## src/cks_pkg.sv

```systemverilog
// Constants for the clock synthesizer configuration and divider block
package cks_pkg;
  // Register offsets
  localparam logic [7:0] CKS_PLL_CLOCK_CONFIG_ADDR = 8'h04;
  localparam logic [7:0] CKS_AUX_CLOCK_OUTPUT_CONFIG_ADDR = 8'h06;
  // Reset values
  localparam logic [7:0] CKS_PLL_CLOCK_CONFIG_RESET = 8'h00;
  localparam logic [7:0] CKS_AUX_CLOCK_OUTPUT_CONFIG_RESET = 8'h00;
  localparam logic [7:0] CKS_READ_UNMAPPED = 8'h00;
  // Synthesizer register fields
  localparam int CKS_MULT_LSB = 0;
  localparam int CKS_DIV_LSB = 2;
  localparam int CKS_SAMPLE_SEL_BIT = 4;
  // Output-control register fields
  localparam int CKS_A_DISABLE_BIT = 0;
  localparam int CKS_A_INVERT_BIT = 1;
  localparam int CKS_A_DIV_LSB = 2;
  localparam int CKS_B_DISABLE_BIT = 4;
  localparam int CKS_B_INVERT_BIT = 5;
  localparam int CKS_B_DIV_LSB = 6;
  // Divider chain width, exponent codes and settle count
  localparam int CKS_CHAIN_W = 4;
  localparam logic [1:0] CKS_EXP_ZERO = 2'h0;
  localparam logic [1:0] CKS_EXP_ONE = 2'h1;
  localparam logic [1:0] CKS_EXP_MAX_SAMPLE = 2'h2;
  localparam logic [1:0] CKS_EXP_RESERVED = 2'h3;
  localparam logic [1:0] CKS_CFG_SETTLED = 2'h2;
endpackage : cks_pkg

```

## src/cks_clock_synth.sv

```systemverilog
// Clock synthesizer configuration registers and digital divider chain
`timescale 1ns/1ps
module cks_clock_synth
  import cks_pkg::*;
(
  // Clock and resets
  input wire logic clk,
  input wire logic reset,
  input wire logic clock_reset,
  // Reference and mode
  input wire logic reference_clock_in,
  input wire logic full_duplex,
  // Register port
  input wire logic reg_write,
  input wire logic reg_read,
  input wire logic [7:0] reg_addr,
  input wire logic [7:0] reg_wdata,
  output logic [7:0] reg_rdata,
  // Generated clocks and rate error flag
  output logic dac_update_clock,
  output logic sample_clock,
  output logic receive_interface_clock,
  output logic aux_clock_out_a,
  output logic aux_clock_out_b,
  output logic rate_config_error
);

  logic [7:0] pll_clock_config;
  logic [7:0] aux_clock_output_config;
  logic [CKS_CHAIN_W-1:0] chain;
  logic [1:0] ref_div;
  logic ref_q;
  logic [1:0] cfg_age;

  // Pick one tap of the divider chain by a two-bit exponent
  function automatic logic cks_tap(input logic [CKS_CHAIN_W-1:0] c, input logic [1:0] e);
    cks_tap = c[e];
  endfunction : cks_tap

  // Field decode
  wire [1:0] mult_exp = pll_clock_config[CKS_MULT_LSB +: 2];
  wire [1:0] div_raw = pll_clock_config[CKS_DIV_LSB +: 2];
  wire src_pll = pll_clock_config[CKS_SAMPLE_SEL_BIT];
  wire [1:0] div_exp = (div_raw == CKS_EXP_RESERVED) ? CKS_EXP_MAX_SAMPLE : div_raw;
  wire [1:0] a_exp = aux_clock_output_config[CKS_A_DIV_LSB +: 2];
  wire a_inv = aux_clock_output_config[CKS_A_INVERT_BIT];
  wire a_dis = aux_clock_output_config[CKS_A_DISABLE_BIT];
  wire [1:0] b_exp = aux_clock_output_config[CKS_B_DIV_LSB +: 2];
  wire b_inv = aux_clock_output_config[CKS_B_INVERT_BIT];
  wire b_dis = aux_clock_output_config[CKS_B_DISABLE_BIT];
  wire ref_rise = reference_clock_in & ~ref_q;

  // Chain bits up to the multiplier exponent span one reference period; only those restart
  // at a reference rise, so the upper bits keep counting and slower taps still run
  logic [CKS_CHAIN_W-1:0] lock_mask;
  for (genvar gi = 0; gi < CKS_CHAIN_W; gi++) begin : g_lock_mask
    assign lock_mask[gi] = (2'(gi) <= mult_exp);
  end
  wire [CKS_CHAIN_W-1:0] next_chain = ref_rise ? (chain + 1'b1) & ~lock_mask : chain + 1'b1;

  // Word-rate tap: divider output or the reference rate (chain tap at the multiplier exponent)
  wire [1:0] word_exp = src_pll ? div_exp : mult_exp;
  wire rx_tap_bad = full_duplex && (word_exp == CKS_EXP_ZERO);
  wire [1:0] rx_exp = (full_duplex && !rx_tap_bad) ? word_exp - CKS_EXP_ONE : word_exp;

  // Next values of the generated clocks
  wire next_dac = chain[0];
  wire next_sample = src_pll ? cks_tap(chain, div_exp) : ref_q;
  wire next_rx = (!src_pll && !full_duplex) ? ref_q : cks_tap(chain, rx_exp);
  wire next_aux_a = ~a_dis & (cks_tap(chain, a_exp) ^ a_inv);
  wire b_src = (b_exp == CKS_EXP_ZERO) ? ref_q :
               (b_exp == CKS_EXP_ONE) ? ref_div[0] : ref_div[1];
  wire next_aux_b = ~b_dis & (b_src ^ b_inv);
  wire [1:0] next_cfg_age = reg_write ? CKS_EXP_ZERO :
                            (cfg_age == CKS_CFG_SETTLED) ? cfg_age : cfg_age + CKS_EXP_ONE;
  wire [7:0] next_rdata =
    (reg_addr == CKS_PLL_CLOCK_CONFIG_ADDR) ? pll_clock_config :
    (reg_addr == CKS_AUX_CLOCK_OUTPUT_CONFIG_ADDR) ? aux_clock_output_config :
    CKS_READ_UNMAPPED;

  // Configuration registers; the device reset clears these only
  always_ff @(posedge clk or posedge reset) begin
    if (reset) begin
      pll_clock_config <= CKS_PLL_CLOCK_CONFIG_RESET;
      aux_clock_output_config <= CKS_AUX_CLOCK_OUTPUT_CONFIG_RESET;
      reg_rdata <= CKS_READ_UNMAPPED;
      cfg_age <= CKS_EXP_ZERO;
    end else begin
      if (reg_write && reg_addr == CKS_PLL_CLOCK_CONFIG_ADDR) begin
        pll_clock_config <= reg_wdata;
      end
      if (reg_write && reg_addr == CKS_AUX_CLOCK_OUTPUT_CONFIG_ADDR) begin
        aux_clock_output_config <= reg_wdata;
      end
      if (reg_read) begin
        reg_rdata <= next_rdata;
      end
      cfg_age <= next_cfg_age;
    end
  end

  // Divider chain; reset by power-up only so clocks survive a device reset
  // Restarting at each reference rise fixes the output phase against the reference
  always_ff @(posedge clk or posedge clock_reset) begin
    if (clock_reset) begin
      chain <= '0;
      ref_q <= 1'b0;
      ref_div <= 2'h0;
    end else begin
      ref_q <= reference_clock_in;
      chain <= next_chain;
      ref_div <= ref_rise ? ref_div + 2'h1 : ref_div;
    end
  end

  // Clock outputs straight from flops, outside the device reset
  always_ff @(posedge clk or posedge clock_reset) begin
    if (clock_reset) begin
      dac_update_clock <= 1'b0;
      sample_clock <= 1'b0;
      receive_interface_clock <= 1'b0;
      aux_clock_out_a <= 1'b0;
      aux_clock_out_b <= 1'b0;
      rate_config_error <= 1'b0;
    end else begin
      dac_update_clock <= next_dac;
      sample_clock <= next_sample;
      receive_interface_clock <= next_rx;
      aux_clock_out_a <= next_aux_a;
      aux_clock_out_b <= next_aux_b;
      rate_config_error <= rx_tap_bad;
    end
  end

  // Checks wait two edges after any write so that new settings have reached every output
  wire settled = (cfg_age == CKS_CFG_SETTLED) && !reset;

  a_aux_a_disable: assert property (@(posedge clk) disable iff (clock_reset)
    settled && a_dis |=> !aux_clock_out_a)
    else $error("output A not held low while disabled");

  a_aux_b_disable: assert property (@(posedge clk) disable iff (clock_reset)
    settled && b_dis |=> !aux_clock_out_b)
    else $error("output B not held low while disabled");

  a_aux_b_copy: assert property (@(posedge clk) disable iff (clock_reset)
    settled && !b_dis && b_exp == CKS_EXP_ZERO |=>
      aux_clock_out_b == ($past(reference_clock_in, 2) ^ $past(b_inv)))
    else $error("output B is not the delayed reference");

  a_aux_a_fast: assert property (@(posedge clk) disable iff (clock_reset)
    settled && !a_dis && a_exp == CKS_EXP_ZERO && !$past(ref_rise) |=>
      aux_clock_out_a != $past(aux_clock_out_a))
    else $error("output A at divide one does not toggle");

  a_aux_a_invert: assert property (@(posedge clk) disable iff (clock_reset)
    settled && !a_dis |=> aux_clock_out_a == ($past(chain[a_exp]) ^ $past(a_inv)))
    else $error("output A wrong tap or polarity");

  a_sample_ref: assert property (@(posedge clk) disable iff (clock_reset)
    settled && !src_pll |=> sample_clock == $past(reference_clock_in, 2))
    else $error("sample clock not the buffered reference");

  a_sample_reserved: assert property (@(posedge clk) disable iff (clock_reset)
    settled && src_pll && div_raw == CKS_EXP_RESERVED |=> sample_clock == $past(chain[2]))
    else $error("reserved divide not treated as four");

  a_chain_lock: assert property (@(posedge clk) disable iff (clock_reset)
    ref_rise |=> ((chain & $past(lock_mask)) == '0) ##1 chain[0])
    else $error("divider chain not restarted by reference edge");

  a_clock_in_reset: assert property (@(posedge clk) disable iff (clock_reset)
    reset && !ref_rise ##1 reset |-> dac_update_clock != $past(dac_update_clock))
    else $error("update clock stopped during device reset");

  a_rx_double: assert property (@(posedge clk) disable iff (clock_reset)
    settled && full_duplex && src_pll && div_exp == CKS_EXP_ONE |=>
      receive_interface_clock == $past(chain[0]))
    else $error("receive clock not twice the word rate");

  a_dac_toggle: assert property (@(posedge clk) disable iff (clock_reset)
    settled && !$past(ref_rise) |=> dac_update_clock != $past(dac_update_clock))
    else $error("update clock missed a half period");

  a_sample_divided: assert property (@(posedge clk) disable iff (clock_reset)
    settled && src_pll && div_raw != CKS_EXP_RESERVED |=>
      sample_clock == $past(chain[div_raw]))
    else $error("divided sample clock on the wrong tap");

  a_aux_b_half: assert property (@(posedge clk) disable iff (clock_reset)
    settled && !b_dis && b_exp == CKS_EXP_ONE |=>
      aux_clock_out_b == ($past(ref_div[0]) ^ $past(b_inv)))
    else $error("output B at divide two is not the halved reference");

  a_aux_b_quarter: assert property (@(posedge clk) disable iff (clock_reset)
    settled && !b_dis && b_exp == CKS_EXP_MAX_SAMPLE |=>
      aux_clock_out_b == ($past(ref_div[1]) ^ $past(b_inv)))
    else $error("output B at divide four is not the quartered reference");

  a_rx_half_duplex: assert property (@(posedge clk) disable iff (clock_reset)
    settled && !full_duplex |=> receive_interface_clock == sample_clock)
    else $error("half-duplex receive clock differs from the sample clock");

  a_rate_error: assert property (@(posedge clk) disable iff (clock_reset)
    settled && full_duplex && word_exp == CKS_EXP_ZERO |=> rate_config_error)
    else $error("full duplex at the fastest word tap not flagged");

endmodule : cks_clock_synth

```

## config.mk

```make
export PLATFORM = sky130hd
export DESIGN_NAME = cks_clock_synth
export DESIGN_NICKNAME = d
export VERILOG_FILES = /design/src/cks_pkg.sv /design/src/cks_clock_synth.sv
export SDC_FILE = /design/constraint.sdc
export NUM_CORES = 1
export LEC_CHECK = 0
export CAP_MARGIN = 25
export CORE_ASPECT_RATIO = 0.75
export CORE_MARGIN = 2
export CORE_UTILIZATION = 55
export DETAILED_ROUTE_END_ITERATION = 12
export DONT_BUFFER_PORTS = 1
export PLACE_DENSITY = 0.85
export RECOVER_POWER = 50
export SLEW_MARGIN = 30
export SYNTH_ARGS = -nofsm -noshare
export SYNTH_HDL_FRONTEND = slang
export SYNTH_SLANG_ARGS = --single-unit
```

## constraint.sdc

```tcl
create_clock -name clk -period 2.15 [get_ports clk]
set_clock_uncertainty 0.1 [all_clocks]
set_input_delay 0.215 -clock clk [delete_from_list [all_inputs] [get_ports clk]]
set_output_delay 0.215 -clock clk [all_outputs]
set_load 0.02 [all_outputs]
```

## Word level (Yosys, flattened, before mapping)

Index checks and enable logic that the tools add are counted.

- Register bits after elaboration: 37
- Bits of input ports: 23
- Output and inout port bits: 14
- Logic and storage cells: 62

- $add $sub $neg: 3
- Order comparisons: 7
- Eq/ne operators: 4
- Muxes and demuxes: 16
- Bitwise logic cells: 10
- Reductions and logical operators: 10

Operators by type and width:

| kind | number |
|---|---|
| $eq A8 B3 Y1 const B | 2 |
| $mux W8 | 2 |
| $lt A2 B3 Y1 const B | 3 |
| $mux W1 | 7 |
| $bmux W1 S2 | 3 |
| $mux W2 | 3 |
| $logic_and A1 B1 Y1 | 5 |
| $add A4 B1 Y4 const B | 1 |
| $and A4 B4 Y4 | 1 |
| $le A1 B2 Y1 const A | 2 |
| $le A2 B2 Y1 const A | 2 |
| $logic_not A2 Y1 | 2 |
| $mux W4 | 1 |
| $not A4 Y4 | 1 |
| $and A1 B1 Y1 | 3 |
| $logic_not A1 Y1 | 3 |
| $not A1 Y1 | 3 |
| $add A2 B1 Y2 const B | 1 |
| $eq A2 B1 Y1 const B | 1 |
| $eq A2 B2 Y1 const B | 1 |
| $sub A2 B1 Y2 const B | 1 |
| $xor A1 B1 Y1 | 2 |

## Depth between registers and ports, before layout

Gate-level depths: netlist (run 1).

- Word-level depth: 11
- Mapped depth: 8
- Depth with buffers taken out: 8

## Worst setup path before layout (run 1)

Ideal clock, no wire load.

- Kind: register to register
- Start point: reg pll_clock_config[4]
- End point: reg receive_interface_clock
- Setup time: 0.104 ns
- Data arrival time: 1.822 ns
- Slack: 0.124 ns
- Cell stages (with the launch flop): 9
- Path buffers: 1
- Path through: dfrtp_1 > buf_2 > o21ai_0 > inv_1 > ha_1 > nand2b_1 > xor2_1 > mux2i_1 > a221oi_1

- Cells in the longest elaborated chain, start to end: 9
- Elaborated cells on any way between the ends: 12

RTL lines:

| what | RTL line | text |
|---|---|---|
| start, declared | cks_clock_synth.sv:28 | `logic [7:0] pll_clock_config;` |
| start signal, assigned | cks_clock_synth.sv:90 | `pll_clock_config <= reg_wdata;` |
| $mux W2 | cks_clock_synth.sv:62 | `wire [1:0] word_exp = src_pll ? div_exp : mult_exp;` |
| $logic_not A2 Y1 | cks_clock_synth.sv:63 | `wire rx_tap_bad = full_duplex && (word_exp == CKS_EXP_ZERO);` |
| $logic_and A1 B1 Y1 | cks_clock_synth.sv:63 |  |
| $logic_not A1 Y1 | cks_clock_synth.sv:64 | `wire [1:0] rx_exp = (full_duplex && !rx_tap_bad) ? word_exp - CKS_EXP_ONE : word_exp;` |
| $logic_and A1 B1 Y1 | cks_clock_synth.sv:64 |  |
| $mux W2 | cks_clock_synth.sv:64 |  |
| $bmux W1 S2 | cks_clock_synth.sv:37 | `cks_tap = c[e];` |
| $mux W1 (implied by the code) | cks_clock_synth.sv:37 |  |
| $mux W1 * | cks_clock_synth.sv:69 | `wire next_rx = (!src_pll && !full_duplex) ? ref_q : cks_tap(chain, rx_exp);` |
| via next_rx | cks_clock_synth.sv:69 |  |
| end signal, assigned | cks_clock_synth.sv:128 | `receive_interface_clock <= next_rx;` |
| end, declared | cks_clock_synth.sv:22 | `output logic receive_interface_clock,` |

Mark *: on every way through the listed nets, which the timed path passes. The rest lies on a longest branch. The select of a mux whose other input is x is not followed.
A chain may end at the register's enable or synchronous reset.

## Worst setup path in the final report (run 1)

- Start point: reg pll_clock_config[0]
- End point: reg receive_interface_clock

- Cells in the longest elaborated chain, start to end: 9
- Elaborated cells on any way between the ends: 10

RTL lines:

| what | RTL line |
|---|---|
| $mux W2 * | cks_clock_synth.sv:62 |
| $logic_not A2 Y1 | cks_clock_synth.sv:63 |
| $logic_and A1 B1 Y1 | cks_clock_synth.sv:63 |
| $logic_not A1 Y1 | cks_clock_synth.sv:64 |
| $logic_and A1 B1 Y1 | cks_clock_synth.sv:64 |
| $mux W2 * | cks_clock_synth.sv:64 |
| $bmux W1 S2 * | cks_clock_synth.sv:37 |
| $mux W1 (implied by the code) * | cks_clock_synth.sv:37 |
| $mux W1 * | cks_clock_synth.sv:69 |
| via next_rx | cks_clock_synth.sv:69 |

Marked as above.

==> results.toml, run 1 <==
[final_layout]
insertedDiodeCount = 0
final_util_pct = 68.6
nets = 182
final_cell_mix = "dfrtp_1 (37), mux2_2 (17), dlygate4sd3_1 (13)"
area_delta_synth_final_pct = 20.1
drive_above_1_share_pct = 24.7
final_common_cell = "dfrtp_1"

[status]
violations = "negative hold slack"
status = "complete, but fails checks"

[worst_setup_path]
cp_max_fo = 5
r2r_start = "pll_clock_config[0]"
cpMaxStageDelayCell = "dfrtp_1"
r2r_slack_ns = 0.09
max_stage_delay_ns = 0.42
start_kind = "register"
r2r_end = "receive_interface_clock"
crit_chain = "inv_1 -> o21ai_0 -> inv_1 -> ha_1 -> nand2b_2 -> xor2_2 -> mux2i_1 -> a221oi_2"
critPathKind = "reg2reg"
cp.arrival_ns = 2.12
cp_common_cell = "inv_1"
end_kind = "register"
crit_required_ns = 2.22
rr_worst_depth = 8

[cts]
numCtsBuffers = 5
htree_levels = 2
clock_latency_ns = 0.29
cts_sinks = 37
clkTransAtPathRegs_ns = 0.08
cts_tree = "done"
root_buffer = "clkbuf_8"
cts.path.max_buffers = 2

[placement]
gp_congestion = 0.847
dp_slack_ns = 0.110
place_hpwl_um = 2350
port_buffers = 0

[pwr]
p_leak_nw = 0.881
power-per-cell-area_nw_per_um2 = 893
vdd_drop_max_mv = 0.572

[routing]
drt-pass1-iter-count = 4
via_count = 1174
detail_route.wl_per_cell_um = 18.3
vias_per_cell = 5.99
drc = 0
drt_wl_total_um = 3590
drt_iter0_markers = 77
ant_nets = 0

[sta]
setup_violations = 0
hold_viol = 2
drv_slew = 0
hold_ws_ns = -0.00441
fin_crit_sh_pct = 95.7
worst_slack_ns = 0.0921
worstMarginPinSlew_ns = 0.890
max_freq_mhz = 486
slew-limit-headroom_pct = 40.6
period_minus_slack_ns = 2.06

[logic_synthesis]
synth_cell_types = 32
syn_avg_cell_area_um2 = 12.2
synth_nets = 161
synth_seq_cells = 37
synth_cells = 136
syn_area_um2 = 1670
seq_area_frac_synth_pct = 55.6
ys_warn_count = 0

[job]
cap_violations = 0

[global_route]
grt_overflow = 0
antenna_found_initial = 0
grt_pass1_vias = 1148
grt_start_max_net_pins = 25
grt_usage_pct = 23.6
grt_pass1_wl_um = 5770

[die]
core-area_um2 = 2910
die_w_um = 67.5
die_height_um = 51.7
dieArea_um2 = 3490
num_rows = 17
start_util_pct = 57.1
io_pins = 37

[min_path]
hold_class = "in2reg"
hold_start = "reg_read"
hold_path_depth = 2
hold_end = "reg_rdata[3]"
flip-flops by register name (all words and copies together) (netlist names):
signal                   flops
sample_clock                 1
ref_div                      2
receive_interface_clock      1
aux_clock_out_a              1
pll_clock_config             8
chain                        4
aux_clock_out_b              1
ref_q                        1
dac_update_clock             1
reg_rdata                    8
rate_config_error            1
aux_clock_output_config      8
synthesized netlist by cell type:
library cell,number,area share [%]
nand4b_1,1,0.53
o21ai_0,4,1.2
o211ai_1,1,0.45
xnor2_1,4,2.1
xor2_1,3,1.6
mux2i_1,5,3.0
nand2b_1,1,0.38
dfrtp_1,37,56
nand3b_1,1,0.45
a221oi_1,1,0.53
nor3_1,1,0.30
buf_2,2,0.60
nand3b_2,1,0.68
o221ai_1,1,0.53
a31oi_1,1,0.38
nand2_1,5,1.1
buf_4,1,0.45
ha_1,2,1.5
a22oi_1,8,3.6
nand3_2,1,0.60
a21oi_1,9,2.7
mux4_2,1,1.4
nor2_1,12,2.7
or4b_4,1,0.83
inv_1,5,1.1
and2_1,3,1.1
buf_1,1,0.23
clkbuf_1,1,0.23
nand3_1,2,0.60
nor2b_1,2,0.75
nor4_4,1,1.3
mux2_2,17,11
logic make-up after synthesis:
kind of cell / count (synthesis) / synth area share, %
buf+inv: 10 / 2.63
mux: 23 / 15.9
flops: 37 / 55.6
xor+xnor: 7 / 3.68
simple gates: 32 / 11.3
compound gates: 25 / 9.39
fa+ha+maj: 2 / 1.50
area by class of cell:
cell class	instances	area (µm²)
flip-flops and latches	37	926
fillers	187	915
multi-input cells	89	712
repair buffers	19	175
clock buffers	6	82.6
well taps	38	47.5
clock inverters	2	37.5
inverters	5	18.8
power by group:
part / total (mW) / internal (mW) / leakage (nW) / switching (mW)
registers: 0.917 / 0.788 / 0.473 / 0.129
logic: 0.236 / 0.127 / 0.350 / 0.109
clock network: 0.633 / 0.377 / 0.0574 / 0.256
total: 1.79 / 1.29 / 0.881 / 0.493
per-stage QoR:
stage               hold WS [ns]  instance area (µm²)  cells  power [mW]  TNS (ns)
global placement          0.0371                 1730    174        1.10         0
floorplan               -0.00804                 1670    136        1.06         0
finish                  -0.00441                 2000    196        1.79         0
global route             0.00555                 2000    196        1.86   -0.0349
CTS                      0.00136                 1980    195        1.77         0
detailed placement        0.0541                 1730    174        1.12         0
routing by layer:
metal  track usage, %  wire length (µm)  share of wire [%]
met1             34.1              1540                 43
met2             34.2              1720                 48
met3             5.63               272                7.6
met4             9.52                56                1.6
met5                0                 0                  0
worst max-delay path, delay by kind of cell, from the launching register on:
| family | cells | cell delay, ns |
|---|---|---|
| simple gates | 1 | 0.24 |
| mux | 1 | 0.27 |
| compound gates | 2 | 0.30 |
| fa+ha+maj | 1 | 0.23 |
| buf+inv | 2 | 0.14 |
| flops | 1 | 0.42 |
| xor+xnor | 1 | 0.23 |
worst max path at each step:
stage / slack, ns / startpoint / endpoint / depth (start not counted)
after detailed placement: 0.11 / pll_clock_config[0] / receive_interface_clock / 8
after global placement: 0.20 / pll_clock_config[0] / receive_interface_clock / 8
after global routing: -0.03 / pll_clock_config[0] / receive_interface_clock / 8
final: 0.09 / pll_clock_config[0] / receive_interface_clock / 8
after floorplan: 0.12 / pll_clock_config[4] / receive_interface_clock / 8
after CTS: 0.09 / pll_clock_config[0] / receive_interface_clock / 8
repair_timing:
action,CTS,global route
endpoints found under the hold margin,63,0
hold buffers,13,0
setup endpoints to repair,0,1
setup buffers,0,1
resized for setup,0,3
Power figures use the tool's default switching activity.
==> run 2: changes to the inputs <==
--- a/config.mk
+++ b/config.mk
@@ -11,7 +11,7 @@
 export CORE_UTILIZATION = 55
 export DETAILED_ROUTE_END_ITERATION = 12
 export DONT_BUFFER_PORTS = 1
-export PLACE_DENSITY = 0.85
+export PLACE_DENSITY = 0.82
 export RECOVER_POWER = 50
 export SLEW_MARGIN = 30
 export SYNTH_ARGS = -nofsm -noshare
==> constraint.sdc (replaced) <==
create_clock -name clk -period 2.18 [get_ports clk]
set_clock_uncertainty 0.1 [all_clocks]
set_input_delay 0.218 -clock clk [delete_from_list [all_inputs] [get_ports clk]]
set_output_delay 0.218 -clock clk [all_outputs]
set_load 0.02 [all_outputs]
==> results.toml, run 2 (synthesis results as in run 1) <==
[pwr]
p_int_mw = 1.16
p_leak_nw = 0.870
seqPwrFrac_pct = 55.7
comb_power_share_pct = 13.6
vdd_drop_max_mv = 0.419
switching_share_pct = 29.1
power-per-cell-area_nw_per_um2 = 827
p_clk_share_pct = 30.8
p_sw_mw = 0.476

[min_path]
hold_start = "full_duplex"
hold_path_depth = 2
hold_end = "receive_interface_clock"
hold_class = "in2reg"

[worst_setup_path]
r2r_end = "receive_interface_clock"
cp_common_cell = "inv_1"
path_delay_family = "compound AO/OA/AOI/OAI gates"
cp_max_fo = 5
cp.arrival_ns = 2.13
rr_worst_depth = 8
critPathKind = "reg2reg"
crit_chain = "inv_1 -> o21ai_2 -> inv_1 -> ha_1 -> nand2b_2 -> xor2_2 -> mux2i_1 -> a221oi_1"
start_kind = "register"
end_kind = "register"
r2r_slack_ns = 0.14
r2r_start = "pll_clock_config[0]"
cpMaxStageDelayCell = "dfrtp_1"
max_stage_delay_ns = 0.41
worst-path-stages = 8
crit_buf_inv = 2
crit_required_ns = 2.27

[die]
die_w_um = 67.5
start_util_pct = 57.1
num_rows = 17
die_height_um = 51.7
dieArea_um2 = 3490
core-area_um2 = 2910
io_pins = 37

[sta]
hold_ws_ns = 0.118
worst_slack_ns = 0.142
drv_slew = 0
worstMarginPinSlew_ns = 0.821
slew-limit-headroom_pct = 44.9
period_minus_slack_ns = 2.04
hold_viol = 0
setup_violations = 0
max_freq_mhz = 491
fin_crit_sh_pct = 93.5

[cts]
clock_latency_ns = 0.30
htree_levels = 2
cts.path.max_buffers = 2
root_buffer = "clkbuf_8"
cts_sinks = 37
cts_tree = "done"
clkTransAtPathRegs_ns = 0.07
numCtsBuffers = 5

[global_route]
antenna_found_initial = 0
grt_start_max_net_pins = 25
grt_pass1_vias = 1174
grt_usage_pct = 23.7
grt_pass1_wl_um = 5770
grt_overflow = 0

[routing]
drc = 0
drt_wl_total_um = 3590
vias_per_cell = 5.88
drt_iter0_markers = 106
via_count = 1153
drt-pass1-iter-count = 4
detail_route.wl_per_cell_um = 18.3
ant_nets = 0

[placement]
gp_congestion = 0.839
dp_slack_ns = -0.0247
port_buffers = 0
place_hpwl_um = 2580

[final_layout]
reg_top3 = "aux_clock_output_config (8), pll_clock_config (8), reg_rdata (8)"
area_delta_synth_final_pct = 18.6
insertedDiodeCount = 0
final_cell_mix = "dfrtp_1 (36), mux2_2 (17), dlygate4sd3_1 (13)"
drive_above_1_share_pct = 25.3
nets = 182
final_common_cell = "dfrtp_1"

[job]
cap_violations = 0

[status]
status = "complete, no violations"
## run 2: cell type report
cell class,instances,area (µm²)
clock buffers,6,82.6
clock inverters,2,13.8
fillers,217,940
inverters,5,18.8
multi-input cells,89,709
flip-flops and latches,37,927
well taps,38,47.5
repair buffers,19,175
## run 2: worst max path at each step
stage	from	end	slack, ns
after global placement	pll_clock_config[0]	receive_interface_clock	0.17
after CTS	pll_clock_config[4]	receive_interface_clock	0.06
after global routing	pll_clock_config[0]	receive_interface_clock	-0.05
after floorplan	pll_clock_config[4]	receive_interface_clock	0.15
after detailed placement	pll_clock_config[0]	receive_interface_clock	-0.02
final	pll_clock_config[0]	receive_interface_clock	0.14
## run 2: stage by stage
stage | cell area (µm²) | setup TNS (ns) | util [%] | cells | total power, mW
2_1_floorplan | 1670 | 0 | - | 136 | 1.05
3_3_place_gp | 1720 | 0 | 59.0 | 173 | 1.09
3_5_place_dp | 1720 | -0.0247 | 59.0 | 173 | 1.11
4_1_cts | 1940 | 0 | 66.7 | 194 | 1.64
5_1_grt | 1970 | -0.0452 | 67.8 | 196 | 1.71
6_report | 1970 | 0 | 67.8 | 196 | 1.63
## run 2: metal layers
| layer | wire length [µm] | GRT usage (%) |
|---|---|---|
| met1 | 1560 | 30.1 |
| met2 | 1700 | 36.6 |
| met3 | 257 | 8.87 |
| met4 | 68 | 9.86 |
| met5 | 0 | 0 |
## run 2: power by group through the flow
stage	registers, mW	clock network, mW	logic [mW]
floorplan	0.884	0	0.163
global placement	0.907	0	0.179
detailed placement	0.914	0	0.196
CTS	0.904	0.515	0.219
global route	0.918	0.542	0.254
finish	0.909	0.502	0.221
## run 2: what timing repair did
action	CTS	global route
resized for setup	1	4
hold buffers	13	0
pin swaps	0	1
gates cloned	0	0
setup buffers	0	2
endpoints found under the hold margin	63	0
endpoints found under the setup margin	1	1
==> run 3: changes to the inputs <==
--- a/config.mk
+++ b/config.mk
@@ -5,6 +5,7 @@
 export SDC_FILE = /design/constraint.sdc
 export NUM_CORES = 1
 export LEC_CHECK = 0
+export ABC_AREA = 1
 export CAP_MARGIN = 25
 export CORE_ASPECT_RATIO = 0.75
 export CORE_MARGIN = 2
==> results.toml, run 3 <==
[placement]
gp_congestion = 0.923
place_inst = 259
placed_area_um2 = 1870
place_hpwl_um = 2800
port_buffers = 0

[final_layout]
final_common_cell = "nand2_1"
area_delta_synth_final_pct = 13.1
reg_top3 = "aux_clock_output_config (8), pll_clock_config (8), reg_rdata (8)"
drive_above_1_share_pct = 6.25
nets = 264
final_area_um2 = 2060
final_cell_mix = "nand2_1 (72), dfrtp_1 (37), inv_1 (28)"
layoutNonFillerInstCount = 280
insertedDiodeCount = 0

[worst_setup_path]
r2r_slack_ns = 0.29
crit_required_ns = 2.32
cp_max_fo = 6
rr_worst_depth = 12
end_kind = "register"
cp.arrival_ns = 2.03
r2r_end = "receive_interface_clock"
start_kind = "register"
r2r_start = "pll_clock_config[4]"
critPathKind = "reg2reg"

[logic_synthesis]
yosys-top-cells-count = "nand2_1 (72), dfrtp_1 (37), inv_1 (28)"
seq_area_frac_synth_pct = 50.8
synth_compound_area_share_pct = 9.12
synth_cell_types = 23
synth-simple-area-share_pct = 28.9
synth_nets = 244
synth_top_family_by_area = "simple AND/OR/NAND/NOR gates"
synthTopCellsByArea = "dfrtp_1 (51%), nand2_1 (15%), nand3_1 (6.9%)"
yosys.area_share.xor_xnor_pct = 2.40
syn_avg_cell_area_um2 = 8.33
synth.most_common_cell = "nand2_1"
synth_top_area_share_pct = 50.8
synth_mux_area_share_pct = 0
syn_area_um2 = 1820
ys_warn_count = 0
synth_largest_area_cell = "dfrtp_1"
synth_ff_type = "dfrtp_1"
synth_seq_cells = 37
async_reset_ff_share_pct = 100
synth-edff-count = 0
synth_cells = 219
synth_fa_ha_area_share_pct = 1.37

[pwr]
p_leak_nw = 1.06
seqPwrFrac_pct = 55.0
comb_power_share_pct = 17.4
p_sw_mw = 0.513
switching_share_pct = 31.3
p_clk_share_pct = 27.6
p_int_mw = 1.13
vdd_drop_max_mv = 0.348
power-per-cell-area_nw_per_um2 = 795

[sta]
setup_tns_ns = 0
hold_viol = 0
worstMarginPinSlew_ns = 1.30
period_minus_slack_ns = 1.89
slew-limit-headroom_pct = 13.3
drv_slew = 0
setup_violations = 0
rsz0062_at_grt = "no"
max_freq_mhz = 529
fin_crit_sh_pct = 86.7

[min_path]
hold_class = "in2reg"
hold_start = "reg_read"
hold_end = "reg_rdata[3]"
hold_path_depth = 3

[global_route]
grt_overflow = 0
grt_pass1_wl_um = 6180
antenna_found_initial = 0
grt_start_max_net_pins = 25
grt_pass1_vias = 1390
grt_usage_pct = 21.9

[die]
dieArea_um2 = 3800
core-area_um2 = 3220
die_height_um = 53.9
num_rows = 18
start_util_pct = 56.6
io_pins = 37
die_w_um = 70.5

[routing]
ant_nets = 0
drt_iter0_markers = 139
vias_per_cell = 5.49
drt_wl_total_um = 3770
via_count = 1536
drc = 0
drt-pass1-iter-count = 4
detail_route.wl_per_cell_um = 13.5

[cts]
numCtsBuffers = 5
cts.path.max_buffers = 2
cts_resized = 0
cts_sinks = 37
cts_tree = "done"
clock_latency_ns = 0.29
root_buffer = "clkbuf_8"
clkTransAtPathRegs_ns = 0.07
htree_levels = 2

[status]
status = "complete, no violations"

[job]
cap_violations = 0
==> run 3: final cells by class <==
type                    count  area (µm²)
clock inverters             2        10.0
multi-input cells         150         747
clock buffers               6        72.6
fillers                   289        1160
flip-flops and latches     37         926
repair buffers             17         153
well taps                  40        50.0
inverters                  28         105
==> run 3: repair_timing <==
action,in CTS,in global routing
buffers inserted,0,0
hold buffers,13,0
endpoints found under the hold margin,65,0
==> run 3: routing by layer <==
metal  track usage [%]  vias to the layer above  part of all wire, %
li1                  -                      747                    -
met5                 0                        -                    0
met4              8.97                        0                  1.6
met2              32.7                       63                   43
met1              30.6                      719                   46
met3              5.99                        7                  8.5
==> run 3: cell families (layout without fill, tap and decap cells) <==
logic type,after synthesis,in the layout
AO/OA/AOI/OAI,31,31
XOR/XNOR,5,5
adder cells (fa/ha/maj),2,2
buffers and inverters,32,53
flip-flops,37,37
AND/OR/NAND/NOR,112,112
==> run 3: power groups by stage <==
stage	logic (mW)	clock network (mW)	registers (mW)
final	0.285	0.453	0.902
after global routing	0.326	0.492	0.913
after CTS	0.285	0.464	0.901
after detailed placement	0.262	0	0.914
after global placement	0.254	0	0.908
after floorplan	0.213	0	0.888
==> run 3: critical path, stage by stage, from the launching register on <==
cell and delay (ns):
dfrtp_1 0.43, inv_1 0.14, nand2_1 0.10, nand2_1 0.11, inv_1 0.05, ha_1 0.22, nor2_1 0.20, nand3_1 0.14
nand3_1 0.10, nand3_1 0.08, nand2_1 0.07, nand2_1 0.04, nand2_1 0.05
==> run 3: worst max-delay path by stage <==
stage,startpoint,endpoint,slack [ns]
4_1_cts,pll_clock_config[4],receive_interface_clock,0.31
6_report,pll_clock_config[4],receive_interface_clock,0.29
5_1_grt,pll_clock_config[4],receive_interface_clock,0.14
3_3_place_gp,pll_clock_config[4],receive_interface_clock,0.44
2_1_floorplan,pll_clock_config[4],receive_interface_clock,0.52
3_5_place_dp,pll_clock_config[4],receive_interface_clock,0.33
==> run 3: through the flow <==
step           setup WS, ns  power (mW)  utilization (%)  hold slack, ns
2_1_floorplan         0.521        1.10                -        -0.00504
3_3_place_gp          0.441        1.16             58.2          0.0529
3_5_place_dp          0.332        1.18             58.2          0.0491
4_1_cts               0.313        1.65             64.8          0.0791
5_1_grt               0.142        1.73             64.1          0.0933
6_report              0.290        1.64             64.1          0.0936
